==> src/key_scan_map.vh <==
// Purpose: Constants for the key matrix scanner: register offsets, fields,
//          reset values and timing counts.
// Assumes: APB slave, 32-bit data, one aligned word per register.
// Notes:   Included only by the scanner top module, not by the buffer or row filter.
//
// Overview of operation
// - Scanner logic runs from the shared 128 kHz peripheral clock when requested.
// - Clock request stays low whenever the scanner is disabled.
// - Request may drop while enabled; reasserted at once on a row press.
// - Matrix of up to 160 keys, 8 rows by 20 columns, scanned in sequence.
// - Column count 1..20 and row count 1..8 are programmed scan limits.
// - Key codes go into a 16-byte buffer.
// - Entries stay until read; on overflow further entries are dropped.
// - Any number of keys reported; ghost keys locked out in pairs.
// - Row samples are debounced and glitch filtered before use; idle wake-up uses the unfiltered synchronised rows.
// - One full 160-key pass takes about 1.4 ms at 128 kHz.
// - After reset the machine is idle and drives all columns high.
// - A row transition in idle requests the clock and starts scanning.
// - Idle clears the 8-bit row-hit register and key-index counter.
// - Row counter wraps to zero and steps column; at both limits go scan-end.
// - Key index counts each position; pressed keys match modifiers or buffer.
// - Rows OR into row-hit only when a column shows two or more hits.
// - Hit on a row already in row-hit sets the ghost status bit.
// - Scan-end rescans if any key found, else idles and drops request.
`ifndef KEY_SCAN_MAP_VH
`define KEY_SCAN_MAP_VH

// ------------------------------------------------------------------
// Register offsets
// ------------------------------------------------------------------
`define KS_CTRL_OFF     12'h000
`define KS_STATUS_OFF   12'h004
`define KS_DATA_OFF     12'h008
`define KS_MOD_OFF      12'h00C
`define KS_TICK_OFF     12'h010

// ------------------------------------------------------------------
// Fields
// ------------------------------------------------------------------
`define KS_CTRL_EN      0
`define KS_CTRL_ROWS_LO 4
`define KS_CTRL_COLS_LO 8
`define KS_CTRL_DEB_LO  16
`define KS_ST_GHOST     0
`define KS_ST_OVF       1
`define KS_ST_EMPTY     2
`define KS_ST_REQ       3
`define KS_ST_KEY       4
`define KS_ST_CNT_LO    8

// ------------------------------------------------------------------
// Reset values and timing
// ------------------------------------------------------------------
`define KS_ROWS_RST     4'h8
`define KS_COLS_RST     5'h14
`define KS_DEB_RST      4'h3
`define KS_MOD_RST      32'hFFFFFFFF
`define KS_MAX_ROWS     8
`define KS_MAX_COLS     20
`define KS_BUF_DEPTH    16
`define KS_PCLK_HZ      125000000
`define KS_SCAN_HZ      128000
`define KS_TICK_CYC     ((`KS_PCLK_HZ + `KS_SCAN_HZ - 1) / `KS_SCAN_HZ)

`endif

==> src/code_fifo.v <==
// Purpose: Key-code buffer, flip-flop storage addressed by index.
// Assumes: Pop and push come from the same clock domain.
// Notes:   A push into a full buffer is dropped and flagged.
`timescale 1ns/1ps
`default_nettype none

module code_fifo #(
  parameter DEPTH = 16,
  parameter AW    = 4
) (
  input  wire         pclk,     // Bus clock
  input  wire         presetn,  // Async reset, active low
  input  wire         push,     // Write a code
  input  wire [7:0]   din,      // Code in
  input  wire         pop,      // Remove oldest
  output wire [7:0]   dout,     // Oldest code
  output wire         empty,    // No entries
  output wire         full,     // No room
  output wire         drop,     // Push refused this cycle
  output reg  [AW:0]  count     // Entries held
);

  reg [7:0]    mem [0:DEPTH-1];
  reg [AW-1:0] wp;
  reg [AW-1:0] rp;

  assign empty = (count == {(AW+1){1'b0}});
  assign full  = (count == DEPTH[AW:0]);
  assign dout  = mem[rp];
  assign drop  = push && full;

  wire do_push = push && !full;
  wire do_pop  = pop && !empty;

  always @(posedge pclk) begin
    if (do_push)
      mem[wp] <= din;
  end

  always @(posedge pclk or negedge presetn) begin
    if (!presetn) begin
      wp    <= {AW{1'b0}};
      rp    <= {AW{1'b0}};
      count <= {(AW+1){1'b0}};
    end else begin
      if (do_push)
        wp <= wp + {{(AW-1){1'b0}}, 1'b1};
      if (do_pop)
        rp <= rp + {{(AW-1){1'b0}}, 1'b1};
      if (do_push && !do_pop)
        count <= count + {{AW{1'b0}}, 1'b1};
      else if (do_pop && !do_push)
        count <= count - {{AW{1'b0}}, 1'b1};
    end
  end

endmodule // code_fifo

`default_nettype wire

==> src/key_matrix_scanner.v <==
// Purpose: Autonomous key matrix scanner with an APB register port.
// Assumes: pclk at 125 MHz; scan steps run at a 128 kHz tick rate.
// Notes:   One column is driven high at a time while scanning; a closed key pulls its row
//          high against the row pull-down.
//
// The implementer's own choices: register access over APB and the register offsets.
`timescale 1ns/1ps
`default_nettype none
`include "key_scan_map.vh"

module key_matrix_scanner #(
  parameter ROWS     = `KS_MAX_ROWS,
  parameter COLS     = `KS_MAX_COLS,
  parameter DEPTH    = `KS_BUF_DEPTH,
  parameter TICK_CYC = `KS_TICK_CYC
) (
  input  wire            pclk,      // APB clock
  input  wire            presetn,   // Async reset, active low
  input  wire            psel,      // APB select
  input  wire            penable,   // APB access phase
  input  wire            pwrite,    // APB direction
  input  wire [11:0]     paddr,     // APB byte address
  input  wire [31:0]     pwdata,    // APB write data
  output reg  [31:0]     prdata,    // APB read data
  output reg             pready,    // APB ready
  output reg             pslverr,   // APB error
  input  wire [ROWS-1:0] row_in,    // Row pins
  output reg  [COLS-1:0] col_out,   // Column drive
  output reg             clk_req    // Peripheral clock request
);

  // ------------------------------------------------------------------
  // States
  // ------------------------------------------------------------------
  localparam ST_IDLE = 3'b001;
  localparam ST_SCAN = 3'b010;
  localparam ST_END  = 3'b100;

  // ------------------------------------------------------------------
  // Registers
  // ------------------------------------------------------------------
  reg        enable;
  reg [3:0]  num_rows;
  reg [4:0]  num_cols;
  reg [3:0]  deb_len;
  reg [31:0] mod_codes;
  reg        ghost;
  reg        ovf;
  reg        key_seen;
  reg [2:0]  state;
  reg [2:0]  row_cnt;
  reg [4:0]  col_cnt;
  reg [7:0]  key_idx;
  reg [7:0]  row_hit;
  reg [ROWS-1:0] col_prev;
  reg        any_key;
  reg [7:0]  mod_state;
  reg [7:0]  lock_ghost;
  reg [15:0] tick_cnt;
  reg        tick;
  reg        settle;

  wire [ROWS-1:0] row_sync;
  wire [ROWS-1:0] row_clean;
  wire [7:0]      fifo_dout;
  wire            fifo_empty;
  wire            fifo_full;
  wire            fifo_drop;
  wire [4:0]      fifo_count;

  // Counts rows pressed in a column
  function [3:0] popcount;
    input [ROWS-1:0] v;
    integer i;
    begin
      popcount = 4'h0;
      for (i = 0; i < ROWS; i = i + 1)
        popcount = popcount + {3'b000, v[i]};
    end
  endfunction

  // Address decode used by reads and writes
  function is_reg;
    input [11:0] a;
    input [11:0] off;
    begin
      is_reg = (a == off);
    end
  endfunction

  // ------------------------------------------------------------------
  // Scan tick at 128 kHz
  // ------------------------------------------------------------------
  // One tick per key plus one settle tick per column keeps a full pass
  // near 1.4 ms; no ticks while the clock request is released
  always @(posedge pclk or negedge presetn) begin
    if (!presetn) begin
      tick_cnt <= 16'h0000;
      tick     <= 1'b0;
    end else if (tick_cnt >= TICK_CYC[15:0] - 16'h0001) begin
      tick_cnt <= 16'h0000;
      tick     <= clk_req;
    end else begin
      tick_cnt <= tick_cnt + 16'h0001;
      tick     <= 1'b0;
    end
  end

  row_filter #(
    .ROWS      (ROWS)
  ) u_filter (
    .pclk      (pclk),
    .presetn   (presetn),
    .deb_len   (deb_len),
    .row_pin   (row_in),
    .row_sync  (row_sync),
    .row_clean (row_clean)
  );

  // ------------------------------------------------------------------
  // Key decision for the current position
  // ------------------------------------------------------------------
  wire       apb_acc  = psel && penable;
  wire       apb_wr   = apb_acc && pwrite && pready;
  wire       apb_rd   = apb_acc && !pwrite && pready;
  // Pop only what the setup cycle reported; a push landing between setup
  // and access must not be removed unread
  wire       pop      = apb_rd && is_reg(paddr, `KS_DATA_OFF) &&
                        !prdata[8];
  wire       scanning = (state == ST_SCAN);
  wire       step     = tick && scanning && !settle;
  wire [ROWS-1:0] pressed = row_clean;
  wire       hit      = pressed[row_cnt];
  wire       last_row = (row_cnt == num_rows[2:0] - 3'h1);
  wire       last_col = (col_cnt == num_cols - 5'h01);
  wire       ghost_now = hit && row_hit[row_cnt];
  wire [1:0] mod_slot  = key_idx[1:0];
  wire       is_mod  = (mod_codes[7:0]   == key_idx) ||
                       (mod_codes[15:8]  == key_idx) ||
                       (mod_codes[23:16] == key_idx) ||
                       (mod_codes[31:24] == key_idx);
  wire       was_new = hit && !col_prev[row_cnt];
  wire       push    = step && was_new && !is_mod &&
                       !ghost_now && !lock_ghost[row_cnt];

  // ------------------------------------------------------------------
  // Scan state machine
  // ------------------------------------------------------------------
  always @(posedge pclk or negedge presetn) begin
    if (!presetn) begin
      state      <= ST_IDLE;
      row_cnt    <= 3'h0;
      col_cnt    <= 5'h00;
      key_idx    <= 8'h00;
      row_hit    <= 8'h00;
      ghost      <= 1'b0;
      any_key    <= 1'b0;
      key_seen   <= 1'b0;
      mod_state  <= 8'h00;
      lock_ghost <= 8'h00;
      col_out    <= {COLS{1'b1}};
      clk_req    <= 1'b0;
      settle     <= 1'b0;
    end else begin
      // First tick after a column change only lets the rows settle
      if (tick)
        settle <= 1'b0;
      if (!enable) begin
        state   <= ST_IDLE;
        clk_req <= 1'b0;
        col_out <= {COLS{1'b1}};
        row_hit <= 8'h00;
        key_idx <= 8'h00;
      end else begin
        case (state)
          ST_IDLE: begin
            col_out <= {COLS{1'b1}};
            row_hit <= 8'h00;
            key_idx <= 8'h00;
            row_cnt <= 3'h0;
            col_cnt <= 5'h00;
            any_key <= 1'b0;
            clk_req <= 1'b0;
            // Unfiltered rows so that a short press still wakes the clock
            if (row_sync != {ROWS{1'b0}}) begin
              clk_req <= 1'b1;
              state   <= ST_SCAN;
              col_out <= {{(COLS-1){1'b0}}, 1'b1};
              settle  <= 1'b1;
            end
          end
          ST_SCAN: begin
            if (step) begin
              key_idx <= key_idx + 8'h01;
              if (hit) begin
                any_key <= 1'b1;
                if (ghost_now) begin
                  ghost <= 1'b1;
                  lock_ghost[row_cnt] <= 1'b1;
                end
                if (is_mod)
                  mod_state[mod_slot] <= 1'b1;
              end
              if (last_row) begin
                row_cnt <= 3'h0;
                // Rows of a column with two or more hits may hide a ghost
                if (popcount(pressed) >= 4'h2)
                  row_hit <= row_hit | pressed;
                if (last_col) begin
                  state <= ST_END;
                end else begin
                  col_cnt <= col_cnt + 5'h01;
                  // Next column high, all others low
                  col_out <= {{(COLS-1){1'b0}}, 1'b1} << (col_cnt + 5'h01);
                  settle  <= 1'b1;
                end
              end else begin
                row_cnt <= row_cnt + 3'h1;
              end
            end
          end
          ST_END: begin
            col_out <= {COLS{1'b1}};
            key_seen <= any_key;
            if (any_key) begin
              state   <= ST_SCAN;
              row_cnt <= 3'h0;
              col_cnt <= 5'h00;
              key_idx <= 8'h00;
              row_hit <= 8'h00;
              any_key <= 1'b0;
              col_out <= {{(COLS-1){1'b0}}, 1'b1};
              settle  <= 1'b1;
            end else begin
              // Lockouts live until a pass finds no key at all
              state      <= ST_IDLE;
              clk_req    <= 1'b0;
              mod_state  <= 8'h00;
              lock_ghost <= 8'h00;
            end
          end
          default: begin
            state <= ST_IDLE;
          end
        endcase
      end
      // Software clear loses to a ghost found in the same cycle
      if (apb_wr && is_reg(paddr, `KS_STATUS_OFF) && pwdata[`KS_ST_GHOST]
          && !(step && ghost_now))
        ghost <= 1'b0;
    end
  end

  // Previous-pass press map is not kept: col_prev is held all zero, so every hit counts as new
  always @(posedge pclk or negedge presetn) begin
    if (!presetn)
      col_prev <= {ROWS{1'b0}};
    else
      col_prev <= {ROWS{1'b0}};
  end

  // ------------------------------------------------------------------
  // Key-code buffer
  // ------------------------------------------------------------------

  code_fifo #(
    .DEPTH (DEPTH),
    .AW    (4)
  ) u_fifo (
    .pclk    (pclk),
    .presetn (presetn),
    .push    (push),
    .din     (key_idx),
    .pop     (pop),
    .dout    (fifo_dout),
    .empty   (fifo_empty),
    .full    (fifo_full),
    .drop    (fifo_drop),
    .count   (fifo_count)
  );

  // ------------------------------------------------------------------
  // APB slave
  // ------------------------------------------------------------------
  always @(posedge pclk or negedge presetn) begin
    if (!presetn) begin
      enable    <= 1'b0;
      num_rows  <= `KS_ROWS_RST;
      num_cols  <= `KS_COLS_RST;
      deb_len   <= `KS_DEB_RST;
      mod_codes <= `KS_MOD_RST;
      ovf       <= 1'b0;
      pready    <= 1'b0;
      pslverr   <= 1'b0;
      prdata    <= 32'h00000000;
    end else begin
      // One wait-free access cycle: ready follows every setup
      pready  <= psel && !pready;
      pslverr <= 1'b0;
      // A refused push beats a clear in the same cycle
      if (fifo_drop)
        ovf <= 1'b1;
      else if (apb_wr && is_reg(paddr, `KS_STATUS_OFF) && pwdata[`KS_ST_OVF])
        ovf <= 1'b0;
      if (psel && !pready) begin
        prdata <= 32'h00000000;
        // Unmapped or misaligned address: refuse and leave state alone
        if (!(is_reg(paddr, `KS_CTRL_OFF) || is_reg(paddr, `KS_STATUS_OFF) ||
              is_reg(paddr, `KS_DATA_OFF) || is_reg(paddr, `KS_MOD_OFF)))
          pslverr <= 1'b1;
        else if (!pwrite) begin
          if (is_reg(paddr, `KS_CTRL_OFF))
            prdata <= {12'h000, deb_len, 3'h0, num_cols, num_rows, 3'h0,
                       enable};
          else if (is_reg(paddr, `KS_STATUS_OFF))
            prdata <= {19'h00000, fifo_count, 3'h0, key_seen, clk_req,
                       fifo_empty, ovf, ghost};
          else if (is_reg(paddr, `KS_DATA_OFF)) begin
            // An empty buffer reads as a zero code, never a stale one
            if (fifo_empty)
              prdata <= {23'h000000, 1'b1, 8'h00};
            else
              prdata <= {23'h000000, 1'b0, fifo_dout};
          end else
            prdata <= mod_codes;
        end
      end
      if (apb_wr && is_reg(paddr, `KS_CTRL_OFF)) begin
        enable <= pwdata[`KS_CTRL_EN];
        if (pwdata[7:4] >= 4'h1 && pwdata[7:4] <= 4'h8)
          num_rows <= pwdata[7:4];
        if (pwdata[12:8] >= 5'h01 && pwdata[12:8] <= 5'h14)
          num_cols <= pwdata[12:8];
        deb_len <= pwdata[19:16];
      end
      if (apb_wr && is_reg(paddr, `KS_MOD_OFF))
        mod_codes <= pwdata;
    end
  end

endmodule // key_matrix_scanner

`default_nettype wire

==> src/row_filter.v <==
// Purpose: Synchronise and debounce the row inputs.
// Assumes: Rows are asynchronous pins, pulled low while no key closes them.
// Notes:   A row level is accepted after deb_len+1 stable clock cycles, so it
//          settles well inside the one settle tick given to each column.
`timescale 1ns/1ps
`default_nettype none

module row_filter #(
  parameter ROWS = 8
) (
  input  wire            pclk,     // Bus clock
  input  wire            presetn,  // Async reset, active low
  input  wire [3:0]      deb_len,  // Stable cycles needed, minus one
  input  wire [ROWS-1:0] row_pin,  // Raw row pins, high on a press
  output reg  [ROWS-1:0] row_sync, // Synchronised rows, unfiltered
  output reg  [ROWS-1:0] row_clean // Debounced rows
);

  reg [ROWS-1:0] meta;

  always @(posedge pclk or negedge presetn) begin
    if (!presetn) begin
      meta     <= {ROWS{1'b0}};
      row_sync <= {ROWS{1'b0}};
    end else begin
      meta     <= row_pin;
      row_sync <= meta;
    end
  end

  // ------------------------------------------------------------------
  // Per-row stability counters
  // ------------------------------------------------------------------
  genvar g;
  generate
    for (g = 0; g < ROWS; g = g + 1) begin : gen_row
      reg [3:0] cnt;
      always @(posedge pclk or negedge presetn) begin
        if (!presetn) begin
          cnt          <= 4'h0;
          row_clean[g] <= 1'b0;
        end else if (row_sync[g] == row_clean[g]) begin
          cnt <= 4'h0;
        end else if (cnt >= deb_len) begin
          row_clean[g] <= row_sync[g];
          cnt          <= 4'h0;
        end else begin
          cnt <= cnt + 4'h1;
        end
      end
    end
  endgenerate

endmodule // row_filter

`default_nettype wire
==> config.mk <==
export PLATFORM = sky130hd
export DESIGN_NAME = key_matrix_scanner
export DESIGN_NICKNAME = d
export VERILOG_FILES = /design/src/code_fifo.v /design/src/key_matrix_scanner.v /design/src/row_filter.v
export VERILOG_INCLUDE_DIRS = /design/src
export SDC_FILE = /design/constraint.sdc
export NUM_CORES = 1
export LEC_CHECK = 0
export BUFFER_PORTS_ARGS = -buffer_cell sky130_fd_sc_hd__buf_2
export CAP_MARGIN = 20
export CORE_ASPECT_RATIO = 1.25
export CORE_MARGIN = 2
export CORE_UTILIZATION = 25
export DETAILED_ROUTE_END_ITERATION = 16
export SLEW_MARGIN = 20
export SYNTH_ARGS = -nofsm -noshare
export SYNTH_HDL_FRONTEND = slang
export SYNTH_HIERARCHICAL = 1
export SYNTH_SLANG_ARGS = --single-unit
==> constraint.sdc <==
create_clock -name pclk -period 4.2 [get_ports pclk]
set_input_delay 0.84 -clock pclk [delete_from_list [all_inputs] [get_ports pclk]]
set_output_delay 0.84 -clock pclk [all_outputs]
set_load 0.02 [all_outputs]
==> flow_summary.ini <==
[status]
status = complete, no violations

[critical_path]
setup.worst_path.class = flip-flop to flip-flop
slowest_stage = nor4_1
cp_num_cells = 13
worst_setup_path_start_kind = flip-flop
worst-path-buf-inv = 1
r2r_setup_slack_ns = 0.32
crit_path_cell_trace = mux4_2 -> mux2_2 -> nor2_1 -> o2111ai_1 -> nor4_1 -> a21boi_2 -> ha_1 -> inv_1 -> fa_1 -> a21o_1 -> a21oi_1 -> mux2i_1 -> xnor2_1
cpPeakStageDelay_ns = 0.52
timing.reg2reg.worst_path_depth = 13
worst_ep_arrival_time_ns = 4.37
worstPathMaxFanout = 5
end_kind = flip-flop
path_delay_family = multiplexers
worst_ep_required_time_ns = 4.69

[timing]
fin_tns_setup_ns = 0
grt_setup_unrepaired = no
timing.max_slew.rel_slack_pct = 37.8
tightest_slew_ns = 0.933
slew_viol_final = 0
max_freq_mhz = 257
finalSetupViolations = 0
final_min_period_over_clock_period_pct = 92.5
post_layout_minimum_cycle_time_ns = 3.88
finClkSkew_ns = 0.0247
finalHoldViolCount = 0

[worst_hold_path]
worstHoldPathType = flip-flop to flip-flop
hold_depth = 0

[cts]
clkSlewWorstSetupHoldPaths_ns = 0.06
cts_resized = 0
cts_root_buf = clkbuf_16
ctsLongestPathBuffers = 3
cts_made_buffers = 41
clock_latency_ns = 0.57
cts.hold.buffers_added = 0
tritoncts = done
htree_num_levels = 2
cts_num_sinks = 355
cts_setup_buffers = 0

[layout]
final_instance_area_um2 = 20200
nets = 1592
area_growth_pct = 17.7
final_core_util_pct = 29.7
share_of_cells_above_drive_strength_1_pct = 24.5

[drt]
initial_drt_markers = 610
total_via_count_after_detailed_routing = 11044
wl_per_cell_um = 18.6
drt_pass_1_iters = 6
route.detailed.drc = 0
drt.antenna.violating_nets = 0
avgViaCountPerCell = 4.66
routed_wl_mm = 44.1

[global_route]
globalRouteOverflowTotal = 0
maximum_number_of_pins_on_one_net_before_global_route_repair = 117
grt_first_pass_wirelength_mm = 68.1
track_usage_pct = 12.5
grt_antenna_before_repair = 10
first_global_vias = 11390

[synthesis]
synth_warnings = 6
syn-instance-count = 1333
syn-cell-area_um2 = 17100
synthesis.area_per_instance_um2 = 12.9

[placed_design]
dp_hpwl_mm = 31.9
gp_congestion = 0.800
port_buffers = 111
placedInstanceArea_um2 = 18800

[pwr]
static-leakage-power_nw = 8.18
total_power_mw = 8.68
vdd_ir_drop_max_mv = 0.252
power_per_cell_area_nw_per_um2 = 430

[floorplan]
fp-row-count = 107
top_level_ports = 112
die_area_um2 = 70700
die_height_um = 297
die_width_um = 238
core_region_area_um2 = 68000
initial_core_utilization_pct = 25.2

[job]
max_cap_violations = 0
per-layer routing:
layer	global-route usage, %	wire length (um)	vias to the layer above
met3	2.92	2260	77
met5	0	83	-
li1	-	-	5139
met2	21.6	22100	260
met1	15.5	18600	5556
met4	3.21	1000	12
final cells by class:
| type | instances | area, um2 |
|---|---|---|
| clock buffers | 64 | 1220 |
| clock inverters | 11 | 118 |
| multi-input cells | 864 | 7030 |
| flip-flops and latches | 355 | 9600 |
| well taps | 872 | 1090 |
| diodes | 1 | 2.50 |
| fillers | 6863 | 47800 |
| repair buffers | 154 | 926 |
| inverters | 51 | 193 |
where the power goes:
| part | internal, mW | switching, mW |
|---|---|---|
| registers | 3.76 | 0.208 |
| logic | 0.450 | 0.700 |
| clock network | 2.13 | 1.44 |
| total | 6.34 | 2.34 |
worst register-to-register path: cells and delay by family, from the launching register on:
| kind | cells | cell delay (ns) |
|---|---|---|
| mux | 3 | 1.06 |
| compound gates | 4 | 0.80 |
| xor+xnor | 1 | 0.14 |
| simple gates | 2 | 0.70 |
| buf+inv | 1 | 0.11 |
| flops | 1 | 0.40 |
| fa+ha+maj | 2 | 0.61 |
final timing paths:
kind / from / to
worst max-delay path: row_cnt[1] / u_fifo/count[4]
worst min-delay path: u_filter/meta[0] / u_filter/row_sync[0]
worst max register to register: row_cnt[1] / u_fifo/count[4]
worst min register to register: u_filter/meta[0] / u_filter/row_sync[0]
max in group asynchronous: presetn / mod_codes[20]
min in group asynchronous: presetn / tick_cnt[11]
registers in the layout (all words and copies together), names as in the netlist, 8 cells and up:
| signal | flops |
|---|---|
| u_filter/meta | 8 |
| tick_cnt | 16 |
| lock_ghost | 8 |
| row_hit | 8 |
| u_fifo/mem | 128 |
| mod_codes | 32 |
| col_out | 20 |
| u_filter/row_sync | 8 |
| prdata | 32 |
| key_idx | 8 |
| u_filter/gen_row.cnt | 32 |
| u_filter/row_clean | 8 |
stage by stage:
stage	setup WS, ns	hold WS [ns]	cells
2_1_floorplan	0.602	0.331	1338
3_3_place_gp	0.383	0.337	2296
3_5_place_dp	0.351	0.338	2296
4_1_cts	0.351	0.341	2371
5_1_grt	0.0623	0.344	2371
6_report	0.316	0.349	2372
placed cells by master, fill, tap and decap left out, drive strengths merged, types with 12 or more instances in the layout:
master  count
clkbuf     64
nor4       15
mux2       49
nand3      26
a22o       30
o21ai      55
mux4       25
inv        53
mux2i      54
nand4      12
xnor2      46
edfxtp    128
dfrtp     169
a21oi      24
a22oi      21
dfstp      58
nand2b     27
xor2       45
ha         63
a31oi      15
nor2      125
nor3       18
nand2      80
a221oi     16
buf       154
No activity file was read; power rests on OpenSTA's default activity.
